[config.mk]
export PLATFORM = sky130hd
export DESIGN_NAME = opd_post_divider
export DESIGN_NICKNAME = d
export VERILOG_FILES = /design/src/opd_pkg.sv /design/src/opd_clk_div.sv /design/src/opd_post_divider.sv
export SDC_FILE = /design/constraint.sdc
export NUM_CORES = 1
export LEC_CHECK = 0
export ABC_CLOCK_PERIOD_IN_PS = 14500
export BUFFER_PORTS_ARGS = -buffer_cell sky130_fd_sc_hd__buf_2
export CAP_MARGIN = 20
export CORE_MARGIN = 1
export CORE_UTILIZATION = 43
export CTS_BUF_LIST = sky130_fd_sc_hd__clkbuf_8
export CTS_CLUSTER_SIZE = 10
export DETAILED_ROUTE_END_ITERATION = 7
export RECOVER_POWER = 100
export SETUP_SLACK_MARGIN = 0.15
export SYNTH_ARGS = -nofsm -noshare
export SYNTH_HDL_FRONTEND = slang
export SYNTH_SLANG_ARGS = --single-unit
[constraint.sdc]
create_clock -name clock -period 14.5 [get_ports clock]
set_input_delay 2.9 -clock clock [delete_from_list [all_inputs] [get_ports clock]]
set_output_delay 2.9 -clock clock [all_outputs]
set_load 0.01 [all_outputs]
[src/opd_pkg.sv]
`default_nettype none
package opd_pkg;

  // ==========================================================
  // Register map (byte addresses, first byte of each group)
  localparam logic [7:0] OPD_ADDR_FOURTH_DIV = 8'h89;
  localparam logic [7:0] OPD_ADDR_RATIO_A    = 8'h8C;
  localparam logic [7:0] OPD_ADDR_RATIO_B    = 8'h8F;
  localparam int         OPD_NUM_REGS        = 3;
  localparam int         OPD_REG_BYTES       = 3;
  localparam logic [1:0] OPD_LAST_BYTE       = 2'h2;

  // Register indices
  localparam int OPD_IDX_FOURTH = 0;
  localparam int OPD_IDX_A      = 1;
  localparam int OPD_IDX_B      = 2;

  // Reset values
  localparam logic [23:0] OPD_RST_FOURTH_DIV = 24'h000040;
  localparam logic [23:0] OPD_RST_RATIO_A    = 24'h000002;
  localparam logic [23:0] OPD_RST_RATIO_B    = 24'h000002;

  // ==========================================================
  // Field positions and codes
  localparam logic [3:0]  OPD_MODE_FRAME   = 4'hF;
  localparam logic [1:0]  OPD_SEL_RESERVED = 2'h3;
  localparam logic [23:0] OPD_PLAIN_MASK   = 24'h7FFFFF;
  localparam logic [23:0] OPD_MIN_RATIO    = 24'h000002;
  localparam logic [7:0]  OPD_RD_UNMAPPED  = 8'h00;

  // Fourth divider register viewed as frame-pulse fields
  typedef struct packed {
    logic [3:0]  mode;
    logic        gciType;
    logic        invert;
    logic [1:0]  relSel;
    logic [15:0] period;
  } opd_frame_cfg_type;

  // Byte-wide configuration write port
  typedef struct packed {
    logic       wrEn;
    logic [7:0] addr;
    logic [7:0] data;
  } opd_cfg_wr_type;

endpackage
`default_nettype wire

[src/opd_clk_div.sv]
`timescale 1ns/1ps
`default_nettype none
module opd_clk_div
  import opd_pkg::*;
(
  // Clock and reset
  input  wire logic        clock,
  input  wire logic        sys_rst,
  // Control
  input  wire logic        enable,
  input  wire logic [23:0] ratio,
  // Divided clock
  output var  logic        clkOut_r
);

  logic [23:0] cnt_r;
  logic [23:0] cnt_nxt;
  logic [23:0] highLen;
  logic        runOk;

  // High phase takes the larger half on odd ratios
  assign highLen = (ratio >> 1) + {23'h000000, ratio[0]};
  assign runOk   = enable && (ratio >= OPD_MIN_RATIO);

  always_comb
  begin
    if (cnt_r >= ratio - 24'h000001)
      cnt_nxt = 24'h000000;
    else
      cnt_nxt = cnt_r + 24'h000001;
  end

  always_ff @(posedge clock)
  begin
    if (sys_rst || !runOk)
    begin
      cnt_r    <= 24'h000000;
      clkOut_r <= 1'b0;
    end
    else
    begin
      cnt_r    <= cnt_nxt;
      clkOut_r <= (cnt_nxt < highLen);
    end
  end

endmodule
`default_nettype wire

[src/opd_post_divider.sv]
`timescale 1ns/1ps
`default_nettype none
// What this block does
// - Mode field all ones turns the fourth synth-0 output into a frame pulse.
// - Otherwise a clock divided by the full 24-bit register value, 50% duty on even values.
// - Two-bit select picks related clock: first, second, third divider; 11 reserved.
// - Frame pulse lasts exactly one related-clock period.
// - Polarity bit clear gives normal pulse, set gives inverted pulse.
// - Type bit clear: boundary mid-pulse; set: boundary at pulse edge.
// - First synth-1 divider divides by its unsigned 23-bit value.
// - Second synth-1 divider divides by its own unsigned 23-bit value.
// - Low sixteen bits count related-clock periods between frame pulses.
module opd_post_divider
  import opd_pkg::*;
(
  // Clock and reset
  input  wire logic        clock,
  input  wire logic        sys_rst,
  // Configuration register port
  input  wire logic        regWrEn,
  input  wire logic [7:0]  regAddr,
  input  wire logic [7:0]  regWrData,
  output var  logic [7:0]  regRdData_r,
  // Related clocks of synthesizer 0 dividers A, B, C
  input  wire logic [2:0]  relClkIn,
  // Output clocks
  output var  logic        fourthOut_r,
  output var  logic        ratioAOut_r,
  output var  logic        ratioBOut_r
);

  // ==========================================================
  // Register file
  localparam logic [7:0] BASE_ADDR [OPD_NUM_REGS] =
    '{OPD_ADDR_FOURTH_DIV, OPD_ADDR_RATIO_A, OPD_ADDR_RATIO_B};
  localparam logic [23:0] RST_VAL [OPD_NUM_REGS] =
    '{OPD_RST_FOURTH_DIV, OPD_RST_RATIO_A, OPD_RST_RATIO_B};

  opd_cfg_wr_type    cfgWr;
  logic [23:0]       cfgReg_r   [OPD_NUM_REGS];
  logic [15:0]       stage_r    [OPD_NUM_REGS];
  logic [OPD_NUM_REGS-1:0] hit;
  logic [1:0]        byteSel    [OPD_NUM_REGS];
  logic [7:0]        rdByte     [OPD_NUM_REGS];
  logic [7:0]        regRdData_nxt;

  assign cfgWr = '{wrEn: regWrEn, addr: regAddr, data: regWrData};

  genvar gi;
  generate
    for (gi = 0; gi < OPD_NUM_REGS; gi = gi + 1)
    begin : g_reg
      logic [7:0] delta;
      assign delta = cfgWr.addr - BASE_ADDR[gi];
      assign hit[gi] = (delta < 8'(OPD_REG_BYTES));
      assign byteSel[gi] = delta[1:0];

      // Lowest address holds the top byte
      always_comb
      begin
        case (byteSel[gi])
          2'h0:    rdByte[gi] = cfgReg_r[gi][23:16];
          2'h1:    rdByte[gi] = cfgReg_r[gi][15:8];
          2'h2:    rdByte[gi] = cfgReg_r[gi][7:0];
          default: rdByte[gi] = OPD_RD_UNMAPPED;
        endcase
      end

      // Upper bytes wait in staging until the last byte lands
      always_ff @(posedge clock)
      begin
        if (sys_rst)
        begin
          stage_r[gi]  <= RST_VAL[gi][23:8];
          cfgReg_r[gi] <= RST_VAL[gi];
        end
        else if (cfgWr.wrEn && hit[gi])
        begin
          case (byteSel[gi])
            2'h0:    stage_r[gi][15:8] <= cfgWr.data;
            2'h1:    stage_r[gi][7:0]  <= cfgWr.data;
            default: cfgReg_r[gi] <= {stage_r[gi], cfgWr.data};
          endcase
        end
      end
    end
  endgenerate

  always_comb
  begin
    regRdData_nxt = OPD_RD_UNMAPPED;
    for (int i = 0; i < OPD_NUM_REGS; i++)
    begin
      if (hit[i])
        regRdData_nxt = rdByte[i];
    end
  end

  always_ff @(posedge clock)
  begin
    if (sys_rst)
      regRdData_r <= OPD_RD_UNMAPPED;
    else
      regRdData_r <= regRdData_nxt;
  end

  // ==========================================================
  // Plain dividers
  opd_frame_cfg_type fpCfg;
  logic              fpMode;
  logic              divClk [OPD_NUM_REGS];
  logic [23:0]       divRatio [OPD_NUM_REGS];
  logic              divEn [OPD_NUM_REGS];

  assign fpCfg  = opd_frame_cfg_type'(cfgReg_r[OPD_IDX_FOURTH]);
  assign fpMode = (fpCfg.mode == OPD_MODE_FRAME);

  assign divRatio[OPD_IDX_FOURTH] = cfgReg_r[OPD_IDX_FOURTH];
  assign divRatio[OPD_IDX_A] = cfgReg_r[OPD_IDX_A] & OPD_PLAIN_MASK;
  assign divRatio[OPD_IDX_B] = cfgReg_r[OPD_IDX_B] & OPD_PLAIN_MASK;
  assign divEn[OPD_IDX_FOURTH] = !fpMode;
  assign divEn[OPD_IDX_A]      = 1'b1;
  assign divEn[OPD_IDX_B]      = 1'b1;

  generate
    for (gi = 0; gi < OPD_NUM_REGS; gi = gi + 1)
    begin : g_div
      opd_clk_div u_div (
        .clock    (clock),
        .sys_rst  (sys_rst),
        .enable   (divEn[gi]),
        .ratio    (divRatio[gi]),
        .clkOut_r (divClk[gi])
      );
    end
  endgenerate

  // ==========================================================
  // Frame pulse generator
  logic        relPrev_r;
  logic        relNow;
  logic        relRise;
  logic        relFall;
  logic [15:0] periodCnt_r;
  logic        lastPeriod;
  logic        relSelOk;
  logic        pulseEdge;
  logic        pulse_r;

  always_comb
  begin
    case (fpCfg.relSel)
      2'h0:    relNow = relClkIn[0];
      2'h1:    relNow = relClkIn[1];
      2'h2:    relNow = relClkIn[2];
      default: relNow = 1'b0;
    endcase
  end

  assign relRise = relNow && !relPrev_r;
  assign relFall = !relNow && relPrev_r;

  // Reserved select parks the pulse at its idle level
  assign relSelOk  = (fpCfg.relSel != OPD_SEL_RESERVED);
  // Type bit picks which related edge frames the pulse
  assign pulseEdge = fpCfg.gciType ? relRise : relFall;
  // Zero period behaves as one
  assign lastPeriod = ({1'b0, periodCnt_r} + 17'h00001) >=
                      {1'b0, fpCfg.period};

  always_ff @(posedge clock)
  begin
    if (sys_rst)
      relPrev_r <= 1'b0;
    else
      relPrev_r <= relNow;
  end

  always_ff @(posedge clock)
  begin
    if (sys_rst || !fpMode)
      periodCnt_r <= 16'h0000;
    else if (relRise)
      periodCnt_r <= lastPeriod ? 16'h0000 : periodCnt_r + 16'h0001;
  end

  // Pulse spans one related period, edge or straddling aligned
  always_ff @(posedge clock)
  begin
    if (sys_rst || !fpMode || !relSelOk)
      pulse_r <= 1'b0;
    else if (pulseEdge)
      pulse_r <= lastPeriod;
  end

  // ==========================================================
  // Output stage
  always_ff @(posedge clock)
  begin
    if (sys_rst)
    begin
      fourthOut_r <= 1'b0;
      ratioAOut_r <= 1'b0;
      ratioBOut_r <= 1'b0;
    end
    else
    begin
      // Frame mode bypasses the fourth plain divider
      fourthOut_r <= fpMode ? (pulse_r ^ fpCfg.invert)
                            : divClk[OPD_IDX_FOURTH];
      ratioAOut_r <= divClk[OPD_IDX_A];
      ratioBOut_r <= divClk[OPD_IDX_B];
    end
  end

endmodule
`default_nettype wire

==> metrics.md <==
| Metric | Value |
|---|---|
| Post-synth top area share | `22.61%` |
| Stages on the worst setup path | `21` |
| Number of library cell types mapped by synthesis | `74` |
| Die width | `between 150 and 200 µm` |
| Critical path's largest stage delay | `between 1000 and 1500 ps` |
| Initial antenna violation count | `5` |
| Core area | `between 30000 and 40000 µm²` |
| TritonCTS Buffers | `42` |
| Initial DRC count | `1116` |
| First-pass GRT wire length | `67280 µm` |
| Reg clk slew, reported paths | `roughly 70 ps` |
| Routed wire length per instance | `between 15 and 20 µm` |
| Gpl congestion | `slightly below 0.9` |
| Sequential share of the synthesized area | `between 30% and 40%` |
| Clk buf depth | `3` |
| Status | `complete, but fails checks` |
| Drt first pass iters | `8` |
| Initial Util | `a little over two fifths` |
| Min-Delay Path Class | `reg2reg` |
| GR Util All Layers | `around 22%` |
| Maximum vdd drop | `~0.12 mV` |
| Post-CTS setup buffers | `0` |
| CP Capture Point | `g_div[0].u_div.clkOut_r` |
| Die Ht | `between 150 and 200 µm` |
| Vias | `between 10000 and 15000` |
| Max-cap violations | `1` |
| Clk_lat worst skew | `between 600 and 700 ps` |
| Main synth FF type | `edfxtp_1` |
| Hold Vio Cnt, Final | `0` |
| Reg2Reg Depth | `21` |
| Port Buffers | `32` |
| Max-slew headroom at the worst pin | `-32.25%` |
| CP cell instances | `nor4_1 -> nand2_1 -> or3_1 -> nor2b_1 -> nand2_1 -> xor2_1 -> ha_1 -> nand4_1 -> nor3_1 -> a21oi_1 -> o211ai_1 -> a311o_1 -> clkbuf_1 -> nor2_1 -> ha_1 -> a2111oi_0 -> o21ai_0 -> o2111ai_1 -> a211oi_1 -> a2111oi_0 -> o311a_1` |
| DPL Wire Length | `about 32000 µm` |
| Sum of negative setup slack | `0 ps` |
| Synth Cell Area | `15940 µm²` |
| CP startpoint | `cfgReg_r[0][2]` |
| Num rows | `70` |
| Vias in the first global route | `around 12000` |
| Crit end category | `register` |
| Average size of a mapped cell | `between 9 and 10 µm²` |
| Share of layout cells above drive strength 1 | `around 5.4%` |
| Final setup viols | `0` |
| Syn Nets | `1946` |
| Cell Area, Placed | `approximately 16000 µm²` |
| H-tree levels | `2` |
| ANT nets after route | `0` |
| Yosys reg bits | `around 220` |
| RSZ-0062 raised after global routing | `no` |
| Delay-heaviest family, CP | `simple AND/OR/NAND/NOR gates` |
| Worst clock skew | `between 30 and 40 ps` |
| CTS tree | `done` |
| Worst Tran Pin Value | `approximately 2000 ps` |
| Top cells by area, synth | `edfxtp_1 23%, ha_1 14%, dfxtp_1 13%` |
| Clock tree root buffer cell | `clkbuf_8` |
| Post_cts resized | `0` |
| DRC | `0` |
| P_leak | `0.006837 µW` |
| Min Tclk post-route | `approximately 7500 ps` |
| WP data arrival | `a little over 8000 ps` |
| Critical Path Start Type | `register` |
| Synth warn | `0` |
| Clock tree sinks | `around 220` |
| FF-to-FF Start | `cfgReg_r[0][2]` |
| Avg Vias per Cell | `approximately 5.7` |
| Post-synth ARST share | `0%` |
| Pwr Density | `86.23 nW/µm²` |
| Post-synth EDFFs | `between 100 and 150` |
| Die area | `~38000 µm²` |
| Slew Limit Fails | `49` |
| Post-Synthesis Cells | `roughly 1700` |
| Synth area leader | `edfxtp_1` |
| Failing checks | `capacitance limit, slew limit` |
| Most frequent cells after synthesis | `179 x ha_1, 171 x nor2_1, 123 x and2_1` |
| Largest net degree at the start of global routing | `about 50` |
| Total wire length | `42250 µm` |
| CTS Hold Bufs | `0` |
| Max Freq | `132.7 MHz` |
| Final instance area | `between 15000 and 20000 µm²` |
| Worst R2R End | `g_div[0].u_div.clkOut_r` |
| Tcrit/Tclk final | `about half` |
| Area added between synthesis and finish | `7.921%` |
| Required time worst endpoint | `roughly 15000 ps` |
| Crit Path Class | `reg2reg` |
| Slowest CP cell | `clkbuf_1` |
| Worst path bufs/invs | `1` |
| # IOs | `33` |
| Top-count cell post-synth | `ha_1` |
| Worst Path Max Fanout | `48` |
| Total gr overflow | `0` |
| Nets | `1938` |
| Flop2flop setup slack | `between 6000 and 7000 ps` |
[state kept, by name, indices dropped and copies added, names as in the netlist, 3 cells and up]
register and flops:
periodCnt_r 16, cfgReg_r 72, regRdData_r 8, g_div.u_div.clkOut_r 3
stage_r 48, g_div.u_div.cnt_r 72
[kinds of logic after synthesis]
family                     share of synthesized area, %
AOI/OAI and AO/OA                                 9.633
adders and majority gates                         14.05
buffers and inverters                             3.336
DFF                                               35.67
xor gates and xnor gates                          11.10
muxes                                            0.1963
and+or+nand+nor                                   26.01
[through the flow]
step           setup WS [ps]  hold WS [ps]  power [µW]  utilization [%]  cells
6_report                6962         478.2        1483            47.09   2241
3_3_place_gp            8628         461.4       829.4            44.78   2159
3_5_place_dp            8512         458.2       832.0            44.82   2160
4_1_cts                 8486         475.5        1504            47.28   2238
5_1_grt                 6567         491.0        1541            47.09   2241
2_1_floorplan           8507         413.8       790.4                -   1745
[worst register-to-register path: stages (launching register included)]
cell	delay, ps
edfxtp_1	550
nor4_1	730
nand2_1	290
or3_1	450
nor2b_1	230
nand2_1	100
xor2_1	170
ha_1	330
nand4_1	140
nor3_1	280
a21oi_1	100
o211ai_1	100
a311o_1	130
clkbuf_1	1410
nor2_1	170
ha_1	410
a2111oi_0	450
o21ai_0	150
o2111ai_1	140
a211oi_1	100
a2111oi_0	700
o311a_1	340
[cell type report]
cell class	count	area [µm²]
Fill cell	3518	19320
Multi-Input combinational cell	1388	9691
Sequential cell	224	5685
Clock buffer	44	605.6
Tap cell	468	585.6
Clock inverter	34	292.8
Timing Repair Buffer	39	177.7
Inverter	42	157.7
Antenna cell	2	5.005
[power by group]
group	leakage, µW	total [µW]	internal, µW	switching, µW
Combinational	0.00428	110	41.5	68.0
Clock	0.000511	664	376	289
Sequential	0.00204	709	685	24.1
Total	0.00684	1480	1100	381
[placed cells by master (no fill, tap or decap), types with 15 or more instances in the layout]
| cell | synthesis | routed |
|---|---|---|
| a21o_1 | 25 | 25 |
| clkbuf_8 | 0 | 44 |
| nor3_1 | 90 | 91 |
| and2_0 | 1 | 58 |
| xnor2_1 | 118 | 118 |
| and4_1 | 20 | 20 |
| nand4_1 | 52 | 52 |
| buf_2 | 7 | 19 |
| dfxtp_1 | 104 | 104 |
| o21ai_0 | 24 | 25 |
| a21oi_1 | 54 | 54 |
| a222oi_1 | 24 | 24 |
| edfxtp_1 | 120 | 120 |
| nand2b_1 | 15 | 15 |
| nor4_1 | 23 | 24 |
| and2_1 | 123 | 66 |
| nor2b_1 | 15 | 15 |
| nand2_1 | 117 | 117 |
| or3_1 | 22 | 22 |
| nand3_1 | 80 | 80 |
| clkbuf_1 | 71 | 18 |
| nor2_1 | 171 | 171 |
| inv_1 | 41 | 54 |
| xor2_1 | 84 | 84 |
| ha_1 | 179 | 179 |
| and3_1 | 43 | 43 |
[worst min path at each step]
stage | startpoint | endpoint | slack (ps) | cells after the start
after floorplan | g_div[1].u_div.clkOut_r | ratioAOut_r | 410 | 1
after global placement | g_div[1].u_div.clkOut_r | ratioAOut_r | 460 | 1
after detailed placement | g_div[1].u_div.clkOut_r | ratioAOut_r | 460 | 1
after CTS | g_div[1].u_div.clkOut_r | ratioAOut_r | 480 | 1
after global routing | g_div[1].u_div.clkOut_r | ratioAOut_r | 490 | 1
final | g_div[1].u_div.clkOut_r | ratioAOut_r | 480 | 1
[routing by layer]
metal	wire length [µm]	vias to the layer above	track usage (%)
met5	13	-	0
met4	943	2	8.319
met3	2806	69	4.164
met2	19050	355	35.32
met1	19430	6088	30.60
li1	-	6304	-
(Power assumes the default switching activity.)
